$ cat config.mk
export PLATFORM = sky130hd
export DESIGN_NAME = twbpe_top
export DESIGN_NICKNAME = d
export VERILOG_FILES = /design/src/rtl/twbpe_top.v
export VERILOG_INCLUDE_DIRS = /design/src /design/src/rtl
export SDC_FILE = /design/constraint.sdc
export NUM_CORES = 1
export LEC_CHECK = 0
export BUFFER_PORTS_ARGS = -buffer_cell sky130_fd_sc_hd__buf_2
export CORE_ASPECT_RATIO = 1.4
export CORE_MARGIN = 2
export CORE_UTILIZATION = 58
export DETAILED_ROUTE_END_ITERATION = 8
export HOLD_SLACK_MARGIN = 0.12
export MAX_ROUTING_LAYER = met4
export PLACE_DENSITY = 0.79
export SLEW_MARGIN = 20
export SYNTH_ARGS = -nofsm -noshare
export SYNTH_HDL_FRONTEND = slang
export SYNTH_SLANG_ARGS = --single-unit
$ cat constraint.sdc
create_clock -name CLK -period 3.1 [get_ports CLK]
set_input_delay 0.62 -clock CLK [delete_from_list [all_inputs] [get_ports CLK]]
set_output_delay 0.62 -clock CLK [all_outputs]
set_load 0.02 [all_outputs]
$ cat src/rtl/twbpe_map.vh
// Timing counts, first-byte codes and state codes of the two-wire protocol engine
`ifndef TWBPE_MAP_VH
`define TWBPE_MAP_VH

// System clock rate in MHz
`define TWBPE_CLK_MHZ      10
// Quarter of a 100 kHz SCL period, in ns
`define TWBPE_QTR_NS       2500
// Quarter period in clock cycles, a least time so rounded up
`define TWBPE_QTR_CYC      ((`TWBPE_QTR_NS * `TWBPE_CLK_MHZ + 999) / 1000)
`define TWBPE_QCNT_W       5

// First-byte codes
`define TWBPE_GCALL_BYTE   8'h00
`define TWBPE_CBUS_ADDR    7'h01
`define TWBPE_SBYTE        8'h01
`define TWBPE_TENBIT_PFX   5'h1e

// Bit index of the acknowledge slot
`define TWBPE_ACK_BIT      4'h8

// Master states
`define TWBPE_M_IDLE       3'h0
`define TWBPE_M_START      3'h1
`define TWBPE_M_BYTE       3'h2
`define TWBPE_M_HOLD       3'h3
`define TWBPE_M_STOP       3'h4

// Bus listener states
`define TWBPE_L_IDLE       2'h0
`define TWBPE_L_ADDR       2'h1
`define TWBPE_L_GCALL      2'h2
`define TWBPE_L_IGNORE     2'h3

`endif

$ cat src/rtl/twbpe_top.v
// Two-wire bus protocol engine: master byte engine and full-rate bus listener
// How it works
// - START: data line falls while clock line is high.
// - STOP: data line rises while clock line is high, ending the transfer.
// - Driven data line stays unchanged for the whole clock-high time.
// - Except START/STOP/RESTART, the data line changes only while clock is low.
// - 7-bit first byte: address in bits 7:1, direction in bit 0.
// - Direction 0 makes a master write, direction 1 a master read.
// - 10-bit first byte: prefix 11110, address bits 9:8, direction; then bits 7:0.
// - All-zero write first byte is general call: pass data on, raise interrupt.
// - First bytes carrying the CBUS code are ignored in either direction.
// - Reserved first-byte codes are never blocked from software use.
// - Whole bytes, any number of them between START and STOP.
// - Master transmitter aborts with STOP when the slave does not acknowledge.
// - Master receiver acknowledges every byte except the last one.
// - Instead of STOP the master may RESTART after the acknowledge pulse.
// - As listener the bus is sampled at full rate, so no START BYTE needed.
// - Master can prefix a transfer begun from an idle bus, not a RESTART, with a START BYTE sequence.
// - START BYTE: START, 0000 0001, unanswered acknowledge clock, RESTART.
`include "twbpe_map.vh"

module twbpe_top (
  // Clock and reset
  input  wire       CLK,
  input  wire       SYS_RST,
  // Byte command port
  input  wire       CMD_VALID,
  output wire       CMD_READY,
  input  wire       CMD_START,
  input  wire       CMD_STOP,
  input  wire       CMD_LAST,
  input  wire [7:0] CMD_DATA,
  input  wire       START_BYTE_EN,
  // Results
  output reg        DONE,
  output reg        ACK_ERR,
  output reg  [7:0] RX_DATA,
  output reg        RX_VALID,
  output wire       BUS_BUSY,
  // General call
  output reg  [7:0] GC_DATA,
  output reg        GC_VALID,
  output reg        GC_IRQ,
  // Bus pins, open drain
  input  wire       SCL_I,
  output wire       SCL_O,
  output wire       SCL_OE,
  input  wire       SDA_I,
  output wire       SDA_O,
  output wire       SDA_OE
);

  localparam integer QTR_INT = `TWBPE_QTR_CYC - 1;
  localparam [`TWBPE_QCNT_W-1:0] QTR_LAST = QTR_INT[`TWBPE_QCNT_W-1:0];

  // Pin synchronisers and edge history
  reg        scl_m_ff;
  reg        scl_s_ff;
  reg        scl_d_ff;
  reg        sda_m_ff;
  reg        sda_s_ff;
  reg        sda_d_ff;

  // Master engine
  reg  [2:0] state_ff;
  reg  [1:0] phase_ff;
  reg  [3:0] bit_ff;
  reg  [`TWBPE_QCNT_W-1:0] qcnt_ff;
  reg  [7:0] sh_ff;
  reg  [7:0] data_ff;
  reg        last_ff;
  reg        stop_ff;
  reg        sbyte_ff;
  reg        addr_ff;
  reg        read_ff;
  reg        scl_low_ff;
  reg        sda_low_ff;
  reg        nxt_scl_low;
  reg        nxt_sda_low;

  // Bus listener
  reg  [1:0] lstate_ff;
  reg  [3:0] lcnt_ff;
  reg  [7:0] lsh_ff;
  reg        busy_ff;
  reg        lack_ff;

  wire       start_det;
  wire       stop_det;
  wire       scl_rise;
  wire       scl_fall;
  wire       own;
  wire       wait_scl;
  wire       tick;
  wire       cmd_fire;
  wire [7:0] lbyte;

  // Both pins synchronised at the full system rate
  always @(posedge CLK or posedge SYS_RST) begin
    if (SYS_RST) begin
      scl_m_ff <= 1'b1;
      scl_s_ff <= 1'b1;
      scl_d_ff <= 1'b1;
      sda_m_ff <= 1'b1;
      sda_s_ff <= 1'b1;
      sda_d_ff <= 1'b1;
    end else begin
      scl_m_ff <= SCL_I;
      scl_s_ff <= scl_m_ff;
      scl_d_ff <= scl_s_ff;
      sda_m_ff <= SDA_I;
      sda_s_ff <= sda_m_ff;
      sda_d_ff <= sda_s_ff;
    end
  end

  assign start_det = scl_s_ff & scl_d_ff & sda_d_ff & ~sda_s_ff;
  assign stop_det  = scl_s_ff & scl_d_ff & ~sda_d_ff & sda_s_ff;
  assign scl_rise  = scl_s_ff & ~scl_d_ff;
  assign scl_fall  = ~scl_s_ff & scl_d_ff;

  assign own       = (state_ff != `TWBPE_M_IDLE);
  assign BUS_BUSY  = busy_ff;
  // Pins only ever pull low; the pull-ups make the high level
  assign SCL_O     = 1'b0;
  assign SDA_O     = 1'b0;
  assign SCL_OE    = scl_low_ff;
  assign SDA_OE    = sda_low_ff | lack_ff;

  // A slave stretching the clock keeps the quarter count at zero until the line is seen high
  assign wait_scl  = own & (phase_ff == 2'h2) & ~scl_low_ff & ~scl_s_ff;
  assign tick      = (qcnt_ff == QTR_LAST) & ~wait_scl;
  assign CMD_READY = ((state_ff == `TWBPE_M_IDLE) & ~busy_ff) | (state_ff == `TWBPE_M_HOLD);
  assign cmd_fire  = CMD_VALID & CMD_READY;

  // Pin levels per state and quarter
  always @* begin
    nxt_scl_low = scl_low_ff;
    nxt_sda_low = sda_low_ff;
    case (state_ff)
      `TWBPE_M_START: begin
        // Release data a few cycles into the clock-low quarter, then pull it with clock high
        nxt_scl_low = (phase_ff == 2'h0);
        nxt_sda_low = phase_ff[1];
        if ((phase_ff == 2'h0) && sda_low_ff && !qcnt_ff[3])
          nxt_sda_low = 1'b1;
      end
      `TWBPE_M_BYTE: begin
        nxt_scl_low = ~phase_ff[1];
        // Data moves only in the second low quarter, so it is settled before the rise
        if (phase_ff == 2'h1) begin
          if (bit_ff != `TWBPE_ACK_BIT)
            nxt_sda_low = ~read_ff & ~sh_ff[7];
          else
            nxt_sda_low = read_ff & ~last_ff;
        end
      end
      `TWBPE_M_HOLD: nxt_scl_low = 1'b1;
      `TWBPE_M_STOP: begin
        nxt_scl_low = ~phase_ff[1];
        if (phase_ff == 2'h1)
          nxt_sda_low = 1'b1;
        else if (phase_ff == 2'h3)
          nxt_sda_low = 1'b0;
      end
      default: begin
        nxt_scl_low = 1'b0;
        nxt_sda_low = 1'b0;
      end
    endcase
  end

  // Master engine
  always @(posedge CLK or posedge SYS_RST) begin
    if (SYS_RST) begin
      state_ff   <= `TWBPE_M_IDLE;
      phase_ff   <= 2'h0;
      bit_ff     <= 4'h0;
      qcnt_ff    <= {`TWBPE_QCNT_W{1'b0}};
      sh_ff      <= 8'h00;
      data_ff    <= 8'h00;
      last_ff    <= 1'b0;
      stop_ff    <= 1'b0;
      sbyte_ff   <= 1'b0;
      addr_ff    <= 1'b0;
      read_ff    <= 1'b0;
      scl_low_ff <= 1'b0;
      sda_low_ff <= 1'b0;
      DONE       <= 1'b0;
      ACK_ERR    <= 1'b0;
      RX_DATA    <= 8'h00;
      RX_VALID   <= 1'b0;
    end else begin
      scl_low_ff <= nxt_scl_low;
      sda_low_ff <= nxt_sda_low;
      DONE       <= 1'b0;
      ACK_ERR    <= 1'b0;
      RX_VALID   <= 1'b0;
      if (wait_scl || tick || !own)
        qcnt_ff <= {`TWBPE_QCNT_W{1'b0}};
      else
        qcnt_ff <= qcnt_ff + 1'b1;
      if (cmd_fire) begin
        // Reserved first-byte codes pass through untouched
        data_ff  <= CMD_DATA;
        last_ff  <= CMD_LAST;
        stop_ff  <= CMD_STOP;
        qcnt_ff  <= {`TWBPE_QCNT_W{1'b0}};
        bit_ff   <= 4'h0;
        if (state_ff == `TWBPE_M_IDLE) begin
          // Bus was idle with both lines high: skip the clock-low quarter
          state_ff <= `TWBPE_M_START;
          phase_ff <= 2'h1;
          sbyte_ff <= START_BYTE_EN;
        end else if (CMD_START) begin
          state_ff <= `TWBPE_M_START;
          phase_ff <= 2'h0;
        end else begin
          state_ff <= `TWBPE_M_BYTE;
          phase_ff <= 2'h0;
          sh_ff    <= CMD_DATA;
        end
      end else if (own && tick && state_ff != `TWBPE_M_HOLD) begin
        phase_ff <= phase_ff + 2'h1;
        if (phase_ff == 2'h3) begin
          case (state_ff)
            `TWBPE_M_START: begin
              state_ff <= `TWBPE_M_BYTE;
              bit_ff   <= 4'h0;
              addr_ff  <= ~sbyte_ff;
              read_ff  <= 1'b0;
              // The START BYTE goes out first, the address after the RESTART
              sh_ff    <= sbyte_ff ? `TWBPE_SBYTE : data_ff;
            end
            `TWBPE_M_BYTE: begin
              if (bit_ff != `TWBPE_ACK_BIT) begin
                sh_ff  <= {sh_ff[6:0], sda_s_ff};
                bit_ff <= bit_ff + 4'h1;
              end else if (sbyte_ff) begin
                // Acknowledge clock of the START BYTE is not examined
                sbyte_ff <= 1'b0;
                state_ff <= `TWBPE_M_START;
              end else if (!read_ff && sda_s_ff) begin
                ACK_ERR  <= 1'b1;
                state_ff <= `TWBPE_M_STOP;
              end else begin
                DONE    <= 1'b1;
                addr_ff <= 1'b0;
                // Direction comes from bit 0 of the byte after START; a 10-bit
                // write first byte keeps the next address byte a write
                if (addr_ff)
                  read_ff <= data_ff[0];
                if (read_ff) begin
                  RX_DATA  <= sh_ff;
                  RX_VALID <= 1'b1;
                end
                if (stop_ff || (read_ff && last_ff))
                  state_ff <= `TWBPE_M_STOP;
                else
                  state_ff <= `TWBPE_M_HOLD;
              end
            end
            default: state_ff <= `TWBPE_M_IDLE;
          endcase
        end
      end
    end
  end

  // Bus listener, run at the full system rate on every edge it sees
  assign lbyte = {lsh_ff[6:0], sda_s_ff};
  always @(posedge CLK or posedge SYS_RST) begin
    if (SYS_RST) begin
      lstate_ff <= `TWBPE_L_IDLE;
      lcnt_ff   <= 4'h0;
      lsh_ff    <= 8'h00;
      busy_ff   <= 1'b0;
      lack_ff   <= 1'b0;
      GC_DATA   <= 8'h00;
      GC_VALID  <= 1'b0;
      GC_IRQ    <= 1'b0;
    end else begin
      GC_VALID <= 1'b0;
      GC_IRQ   <= 1'b0;
      if (start_det) begin
        // Any START or RESTART resets the receive state
        busy_ff   <= 1'b1;
        lcnt_ff   <= 4'h0;
        lack_ff   <= 1'b0;
        lstate_ff <= own ? `TWBPE_L_IGNORE : `TWBPE_L_ADDR;
      end else if (stop_det) begin
        busy_ff   <= 1'b0;
        lack_ff   <= 1'b0;
        lstate_ff <= `TWBPE_L_IDLE;
      end else begin
        if (scl_fall) begin
          if (lack_ff)
            lack_ff <= 1'b0;
          else if (lcnt_ff == `TWBPE_ACK_BIT && lstate_ff == `TWBPE_L_GCALL)
            lack_ff <= 1'b1;
        end
        if (scl_rise) begin
          if (lcnt_ff == `TWBPE_ACK_BIT) begin
            lcnt_ff <= 4'h0;
          end else begin
            lsh_ff  <= lbyte;
            lcnt_ff <= lcnt_ff + 4'h1;
            if (lcnt_ff == 4'h7) begin
              case (lstate_ff)
                `TWBPE_L_ADDR: begin
                  if (lbyte == `TWBPE_GCALL_BYTE) begin
                    GC_IRQ    <= 1'b1;
                    lstate_ff <= `TWBPE_L_GCALL;
                  end else if (lbyte[7:1] == `TWBPE_CBUS_ADDR) begin
                    lstate_ff <= `TWBPE_L_IGNORE;
                  end else begin
                    // START BYTE, 10-bit prefixes and plain addresses are not ours
                    lstate_ff <= `TWBPE_L_IGNORE;
                  end
                end
                `TWBPE_L_GCALL: begin
                  GC_DATA  <= lbyte;
                  GC_VALID <= 1'b1;
                end
                default: lstate_ff <= lstate_ff;
              endcase
            end
          end
        end
      end
    end
  end

endmodule

==> results of run 1 <==
[per-stage QoR]
stage / util [%] / cells
2_1_floorplan: - / 358
3_3_place_gp: 64.5 / 461
3_5_place_dp: 64.5 / 461
4_1_cts: 68.4 / 477
5_1_grt: 68.4 / 477
6_report: 68.4 / 477
[logic make-up after synthesis]
kind of cell,count (synthesis),share of synthesized area (%)
DFF,79,52.7
adders and majority gates,10,3.32
and+or+nand+nor,128,17.2
muxes,33,9.57
xor gates and xnor gates,5,1.16
other,1,0.0996
buffers and inverters,37,4.09
AOI/OAI and AO/OA,64,11.8
[synthesized netlist by cell type (all sizes together), types with 2 or more instances]
master   n  area [um2]
a21o     4        30.0
a21oi   14        81.3
a222oi   7        70.1
a31oi    6        37.5
and2     2        12.5
and3     2        12.5
and3b    2        17.5
buf      9        48.8
clkbuf   4        15.0
dfrtp   73        1830
dfstp    6         158
ha      10         125
inv     24        90.1
mux2    24         270
mux2i    9        90.1
nand2   52         198
nand2b   4        25.0
nand3   13        65.1
nand3b   4        33.8
nand4b   3        32.5
nor2    22        82.6
nor2b    2        12.5
nor3     6        35.0
nor3b    3        27.5
nor4     4        25.0
o21ai   19        95.1
o21bai   2        15.0
o22ai    2        12.5
or3      4        25.0
xnor2    2        17.5
xor2     3        26.3
[flip-flops by register name (all words and copies together), names as in the netlist, 2 cells and up]
register and flops:
phase_ff 2, lstate_ff 2, GC_DATA 8, data_ff 8, RX_DATA 8, bit_ff 4, lsh_ff 7, qcnt_ff 5
lcnt_ff 4, state_ff 3, sh_ff 8
[worst reg2reg max path: stages, from the launching register on]
cell and delay (ns):
dfrtp_1 0.60, and3b_1 0.27, a2111oi_4 0.47, nand3_1 0.46, mux2_2 0.42
[cell type report]
cell class	count	share of cell area, %
Sequential cell	79	46.4
Clock buffer	12	3.39
Timing Repair Buffer	44	5.62
Clock inverter	4	2.22
Tap cell	72	2.11
Inverter	24	2.14
Multi-Input combinational cell	242	38.1
[power by group through the flow]
stage          Combinational, mW  Sequential, mW  Clock [mW]
2_1_floorplan              0.781            1.49           0
3_3_place_gp               0.950            1.56           0
3_5_place_dp               0.989            1.57           0
4_1_cts                    0.995            1.55       0.915
5_1_grt                     1.12            1.59       0.952
6_report                   0.991            1.55       0.900
[final timing paths]
| path | end | start | slack (ns) | cells past startpoint |
|---|---|---|---|---|
| worst max-delay path | RX_DATA[1] | state_ff[2] | 0.76 | 4 |
| max in group asynchronous | sh_ff[7] | SYS_RST | 2.15 | 3 |
| worst min-delay path | GC_DATA[6] | SYS_RST | 0.32 | 2 |
| min in group CLK | scl_s_ff | scl_m_ff | 0.36 | 0 |
| worst min register to register | scl_s_ff | scl_m_ff | 0.36 | 0 |
| worst max register to register | RX_DATA[1] | state_ff[2] | 0.76 | 4 |
[routing by layer]
layer | vias up | global-route usage (%)
met4 | 0 | 12.2
met1 | 1333 | 26.2
li1 | 1334 | -
met2 | 86 | 36.8
met5 | - | -
met3 | 14 | 3.04
==> out/results.tsv, run 1 <==
metric	value	unit
clk_pin_slew	0.08	ns
cp_num_buf_inv	0	
avgSynthCellArea	10.5	um2
antenna_found_initial	0	
crit_required	3.33	ns
fin_total_pwr	3.44	mW
clkSinkCount	79	
mostFrequentLayoutCells	dfrtp_1, nand2_1, buf_2	
root_buffer	clkbuf_8	
fin_ws	0.761	ns
arrival	2.57	ns
grt_max_degree	43	
final.setup.tns	0	ns
ant_nets	0	
status	finished, final reports clean	
totalWireLength	7270	um
nFillCells	477	
synth-edff-count	0	
grt_pass1_vias	2710	
ys_types	56	
vias_per_cell	5.80	
holdBufCountCts	0	
worstSetupStartpointType	register	
p_per_area	804	nW/um2
portBuffers	41	
hp-class	in2async	
ys_seq_area_share	52.7	%
drive_above_1_share	24.4	%
cts_resized	0	
cp-end-kind	register	
min_period	2.34	ns
drv_slew	0	
wl_met1	3100	um
ys_seq_elements	79	
cpLargestDelayFamily	simple AND/OR/NAND/NOR gates	
whs	0.323	ns
h-tree-depth	3	
highest_layer	met4	
crit_path_top_delay_cell	dfrtp_1	
final_common_cell	dfrtp_1	
internal-power	2.27	mW
hold_viol	0	
place_ws	0.788	ns
setup_viol	0	
cts_buffer_depth	2	
maxCapViolCount	0	
cp_max_fo	13	
via_count	2767	
syn_to_final_growth	13.6	%
gp_congestion	0.856	
dpl.hpwl	5260	um
p_sw	1.17	mW
pwr-share-clk	26.2	%
drt_iter0_markers	121	
slew_headroom	49.3	%
dr.pass1.iters	7	
cts_tree	built	
fin_crit_sh	75.4	%
worstMarginPinSlew	0.755	ns
combinationalPowerShare	28.8	%
dieArea	7160	um2
io_pins	44	
start_util	60.2	%
fp.coreArea	6250	um2
grt_usage	22.3	%
num_antenna_cells	0	
drc_errors	0	
rsz0062_at_grt	false	
postLayoutCellArea	4280	um2
switching_share	34.0	%
synthesis.area	3760	um2
rows	34	
yosys_warnings	0	
path_cells	and3b_1 -> a2111oi_4 -> nand3_1 -> mux2_2	
leakagePower	2.10	nW
worstSetupPathType	reg2reg	
die_h	99.3	um
numCtsBuffers	9	
cts_setup_buffers	0	
nets	427	
die_w	72.1	um
clock.fmax	0.428	GHz
slowest_delay	0.60	ns
seq_area	1980	um2
placed_cell_area	4040	um2
async_reset_ff_share	100	%
wl_met3	327	um
pwr-share-seq	45.0	%
netlist_instances	357	
grt-ovfl-total	0	
grt_pass1_wl	12200	um
ir_worst_vdd	462	uV
wl_per_cell	15.2	um
met2_wirelength	3690	um
multi_input_area	1630	um2
clkLatencyLatePin	0.35	ns
finClkSkew	0.0101	ns
ys.flop_type	dfrtp_1	
(Power assumes the default switching activity.)
==> inputs of run 2 (changes only) <==
ABC_AREA = 1   (was default)
CORE_UTILIZATION = 53   (was 58)
PLACE_DENSITY = 0.76   (was 0.79)
clock period = 1.88 ns   (was 3.1 ns; I/O delays follow)
==> run 2 against run 1 <==
Sequential share of layout area fell by 2.7 points. Cell count up 34%. Synthesized cell count grew 35%. Sequential power grew 55%. Worst setup slack got worse by 0.67 ns. Clock power rose by 59%. Hold slack got worse by 0.11 ns. Largest cell class unchanged. Highest routed layer unchanged.
==> out/results.tsv, run 2 <==
metric	value	unit	change
switching_share	36.9	%	+2.9 points
nFillCells	637		+34%
num_antenna_cells	0		unchanged
pwr-share-seq	43.5	%	-1.5 points
via_count	3200		+16%
p_sw	2.05	mW	+75%
maxCapViolCount	0		unchanged
worstSetupPathType	reg2out		
dp_cells	617		+34%
numCtsBuffers	9		unchanged
clk_pin_slew	0.08	ns	about the same
die_w	76.6	um	+6.3%
instances_no_fill	637		+34%
io_pins	44		unchanged
cts_buffer_depth	2		unchanged
synthesis.area	3910	um2	+4.0%
drive_above_1_share	18.0	%	-6.5 points
ys_types	34		-39%
crit_required	1.50	ns	-1.83 ns
syn_to_final_growth	16.1	%	
die_h	106	um	+6.4%
ys_seq_elements	79		unchanged
rrSetupSlack	0.18	ns	-0.58 ns
rsz0062_at_grt	false		
dieArea	8100	um2	+13%
slew_headroom	62.9	%	+14 points
root_buffer	clkbuf_8		
gp_congestion	0.913		+6.7%
async_reset_ff_share	100	%	unchanged
grt_pass1_vias	3071		+13%
clkLatencyLatePin	0.35	ns	about the same
antenna_found_initial	0		unchanged
synth_top_area_cell	dfrtp_1		
grt_max_degree	34		-21%
dpl.hpwl	6180	um	+18%
h-tree-depth	3		unchanged
totalWireLength	8250	um	+13%
vias_per_cell	5.02		-13%
rows	37		+8.8%
worstMarginPinSlew	0.556	ns	-0.200 ns
pwr-share-clk	25.7	%	-0.5 points
drc_errors	0		unchanged
avgSynthCellArea	8.12	um2	-23%
clock.fmax	0.559	GHz	
status	finished, final reports clean		
cp_max_fo	10		-3
clkSinkCount	79		unchanged
netlist_instances	482		+35%
multi_input_area	1600	um2	-1.8%
leakagePower	2.55	nW	+22%
final_common_cell	nand2_1		
hp-class	in2reg		
wl_per_cell	13.0	um	-15%
p_per_area	1220	nW/um2	+52%
grt-ovfl-total	0		unchanged
portBuffers	41		unchanged
drt_iter0_markers	172		+42%
fp.coreArea	7270	um2	+16%
drv_slew	0		unchanged
hold_viol	0		unchanged
arrival	1.41	ns	-1.16 ns
finClkSkew	0.0162	ns	+0.00605 ns
ys.flop_type	dfrtp_1		
ir_worst_vdd	700	uV	+51%
start_util	53.8	%	-6.4 points
synth.most_common_cell	nand2_1		
fin_crit_sh	95.2	%	
final.setup.tns	0	ns	unchanged
internal-power	3.51	mW	+54%
ant_nets	0		unchanged
seq_area	1990	um2	about the same
grt_pass1_wl	14500	um	+19%
ys_seq_area_share	50.7	%	-2.0 points
synthTopCellsByCount	nand2_1, dfrtp_1, inv_1		
synth.area.top_cells	dfrtp_1, nand2_1, nand3_1		
combinationalPowerShare	30.8	%	+2.0 points
nets	562		+32%
synth.top_cell.area_share	46.7	%	-1.8 points
mostFrequentLayoutCells	nand2_1, dfrtp_1, inv_1		
min_period	1.79	ns	
cts_tree	built		
yosys_warnings	0		unchanged
cp-end-kind	output port		
synth-edff-count	0		unchanged
dr.pass1.iters	6		-1
setup_viol	0		unchanged
worstSetupStartpointType	register		
grt_usage	23.3	%	+1.0 points
==> run 2: metal layers <==
layer / wire (um) / part of all wire, % / GRT usage (%) / vias to the layer above
li1: - / - / - / 1608
met1: 3300 / 40 / 26.5 / 1493
met2: 4450 / 54 / 40.6 / 81
met3: 329 / 4.0 / 4.79 / 18
met4: 170 / 2.1 / 8.96 / 0
met5: 0 / 0 / - / -
==> run 2: what timing repair did <==
action | in CTS | in global routing
resized for setup | 0 | 6
setup buffers | 0 | 1
setup endpoints to repair | 0 | 13
hold endpoints to repair | 21 | 0
hold buffers | 3 | 0
==> run 2: power groups by stage <==
stage / sequential (mW) / clock (mW) / combinational (mW)
2_1_floorplan: 2.39 / 0 / 1.28
3_3_place_gp: 2.42 / 0 / 1.65
3_5_place_dp: 2.44 / 0 / 1.69
4_1_cts: 2.41 / 1.45 / 1.71
5_1_grt: 2.48 / 1.53 / 1.99
6_report: 2.41 / 1.43 / 1.71
==> run 2: cell type report <==
cell class,count,area share [%]
inverters,65,5.51
clock buffers,10,3.03
clock inverters,6,1.98
well taps,97,2.67
multi-input cells,325,35.2
flip-flops and latches,79,43.7
repair buffers,55,7.90
==> run 2: worst paths after layout <==
kind | start | end | cells past startpoint
setup / recovery | state_ff[2] | CMD_READY | 4
hold / removal | CMD_STOP | stop_ff | 3
setup reg to reg | qcnt_ff[0] | sh_ff[5] | 11
max in group asynchronous | SYS_RST | scl_d_ff | 4
min in group asynchronous | SYS_RST | RX_DATA[6] | 3
hold reg to reg | scl_m_ff | scl_s_ff | 0
==> run 2: cells by family (layout without fill, tap and decap cells) <==
| kind of cell | after synthesis | after routing | synth area share (%) |
|---|---|---|---|
| DFF | 79 | 79 | 50.7 |
| xor gates and xnor gates | 6 | 6 | 1.34 |
| adders and majority gates | 10 | 10 | 3.20 |
| other | 1 | 2 | 0.0958 |
| AOI/OAI and AO/OA | 40 | 40 | 5.56 |
| and+or+nand+nor | 267 | 267 | 30.3 |
| buffers and inverters | 79 | 136 | 8.79 |
==> run 2: per-stage QoR <==
step | worst slack [ns] | utilization, % | cell area (um2) | hold slack, ns | power [mW]
3_5_place_dp | 0.102 | 58.4 | 4250 | 0.347 | 4.14
2_1_floorplan | 0.341 | - | 3920 | 0.345 | 3.67
6_report | 0.0906 | 62.5 | 4550 | 0.214 | 5.55
3_3_place_gp | 0.151 | 58.4 | 4250 | 0.346 | 4.07
4_1_cts | 0.0643 | 62.0 | 4510 | 0.207 | 5.57
5_1_grt | 0.0165 | 62.5 | 4550 | 0.205 | 5.99
==> run 2: critical path, stage by stage (launching register included) <==
cell,delay [ns]
dfrtp_2,0.45
nor2_2,0.16
nand3_1,0.13
nand2_4,0.15
buf_2,0.19
==> inputs of run 3 (changes only) <==
ABC_AREA = default   (was 1)
CORE_UTILIZATION = 52   (was 53)
PLACE_DENSITY = 0.75   (was 0.76)
==> run 3 against run 2 <==
The run now ends with negative setup slack left. Sequential power up 5%. Critical path type unchanged. Wire length up 2.4%. Final area up 5.9%. Via count down 7.6%. Worst setup slack worse by 0.15 ns. Critical path depth unchanged. Largest power group unchanged. Sequential share of layout area down 2.4 points. Hold slack better by 0.0016 ns.
==> out/results.tsv, run 3 (synthesis results as in run 1) <==
metric	value	unit	change
start_util	53.9	%	+0.077 points
drive_above_1_share	37.1	%	+19 points
worstMarginPinSlew	0.588	ns	+0.0323 ns
grt_pass1_wl	14000	um	-3.1%
ant_nets	0		unchanged
holdCritStartpoint	CMD_LAST		
cts_tree	built		
worstSetupPathType	reg2out		
cp-end-kind	output port		
grt_max_degree	33		-2.9%
wl_per_cell	15.5	um	+20%
via_count	2958		-7.6%
multi_input_area	1760	um2	+9.8%
cp_max_fo	4		-6
syn_to_final_growth	27.8	%	
die_w	75.9	um	-0.93%
setup_viol	10		+10
nFillCells	536		-16%
clkSinkCount	79		unchanged
worst_hold_path.endpoint	last_ff		
clock.fmax	0.515	GHz	-7.8%
antenna_found_initial	0		unchanged
root_buffer	clkbuf_8		
grt-ovfl-total	0		unchanged
maxCapViolCount	0		unchanged
h-tree-depth	3		unchanged
p_per_area	1290	nW/um2	+5.2%
fin_ws	-0.0609	ns	-0.152 ns
drt_iter0_markers	167		-2.9%
slew_headroom	60.7	%	-2.2 points
fin_util	68.9	%	+6.4 points
die_h	105	um	-0.94%
dr.pass1.iters	5		-1
gp_congestion	0.904		-0.99%
whs_path_depth	3		unchanged
seq_area	1990	um2	+0.13%
clk_pin_slew	0.08	ns	about the same
mostFrequentLayoutCells	dfrtp_1, nand2_1, buf_2		
grt_usage	22.8	%	-0.55 points
rsz0062_at_grt	true		
r2r-end	state_ff[0]		
io_pins	44		unchanged
numCtsBuffers	9		unchanged
finClkSkew	0.00924	ns	-0.00696 ns
portBuffers	41		unchanged
leakagePower	2.36	nW	-7.5%
hold_viol	0		unchanged
rows	36		-2.7%
final_common_cell	dfrtp_1		
drc_errors	0		unchanged
min_period	1.94	ns	+0.152 ns
grt_pass1_vias	3002		-2.2%
cts_buffer_depth	2		unchanged
crit_required	1.50	ns	about the same
vias_per_cell	5.43		+8.0%
totalWireLength	8450	um	+2.4%
dpl.hpwl	5990	um	-3.1%
fp.coreArea	6980	um2	-3.9%
drv_slew	0		unchanged
arrival	1.56	ns	+0.15 ns
fin_crit_sh	103	%	+8.1 points
final.setup.tns	-0.212	ns	-0.212 ns
r2r-start	state_ff[1]		
dieArea	7950	um2	-1.9%
ir_worst_vdd	751	uV	+7.3%
rrSetupSlack	-0.05	ns	-0.23 ns
status	finished, violations left		
nets	472		-16%
worstSetupStartpointType	register		
hp-class	in2reg		
num_antenna_cells	0		unchanged
clkLatencyLatePin	0.35	ns	about the same
r2r_cells	7		-4
violations	negative setup slack		
-- run 3: changes by cell type in the layout (fill, tap and decap cells not counted), moves of 9 or more --
cell | previous run | this run
buf_4 | 7 | 37
inv_1 | 60 | 20
mux2_2 | 0 | 22
mux2i_1 | 0 | 9
nand2_1 | 157 | 51
nand3_1 | 52 | 12
o21ai_0 | 29 | 16
-- run 3: per-layer routing --
layer,vias up,part of all wire (%),global-route usage (%)
met5,-,0,-
met4,0,3.4,12.1
met3,20,3.1,3.89
met2,79,52,38.0
met1,1426,42,26.4
li1,1433,-,-
-- run 3: through the flow --
step	hold slack, ns	power (mW)	cells	cell area [um2]	setup slack (ns)
2_1_floorplan	0.345	3.79	358	3820	-0.0676
3_3_place_gp	0.347	4.41	518	4380	-0.00102
3_5_place_dp	0.347	4.51	518	4380	-0.0907
4_1_cts	0.203	6.07	543	4740	-0.143
5_1_grt	0.220	6.58	545	4810	-0.132
6_report	0.216	6.19	545	4810	-0.0609
-- run 3: how the worst max path moves through the flow --
stage	from	end	slack, ns	depth (start not counted)
3_5_place_dp	state_ff[2]	sh_ff[1]	-0.09	6
3_3_place_gp	qcnt_ff[1]	state_ff[0]	-0.001	7
4_1_cts	state_ff[2]	CMD_READY	-0.14	4
6_report	state_ff[2]	CMD_READY	-0.06	4
5_1_grt	state_ff[2]	CMD_READY	-0.13	4
2_1_floorplan	qcnt_ff[0]	sh_ff[0]	-0.07	7
-- run 3: report_power, final --
group	leakage (nW)	total [mW]	switching [mW]	internal [mW]
sequential	1.01	2.52	0.391	2.13
combinational	1.23	2.25	1.18	1.07
clock	0.113	1.41	0.621	0.791
-- run 3: worst max-delay path, stage by stage (launching register included) --
cell and delay, ns:
dfrtp_2 0.43, buf_6 0.12, or3_4 0.39, o21bai_4 0.13, buf_6 0.13
-- run 3: cell type report --
| class | count | share of cell area, % |
|---|---|---|
| Sequential cell | 79 | 41.3 |
| Inverter | 24 | 1.95 |
| Multi-Input combinational cell | 242 | 36.5 |
| Timing Repair Buffer | 89 | 13.0 |
| Tap cell | 95 | 2.47 |
| Clock buffer | 10 | 2.86 |
| Clock inverter | 6 | 1.87 |
-- run 3: what timing repair did --
item                                    4_1_cts  5_1_grt
hold buffers                                  3        0
endpoints found under the setup margin       17       28
endpoints found under the hold margin        19        0
gates resized for setup                      17       15
pin swaps                                     5        4
buffers inserted                              7        3
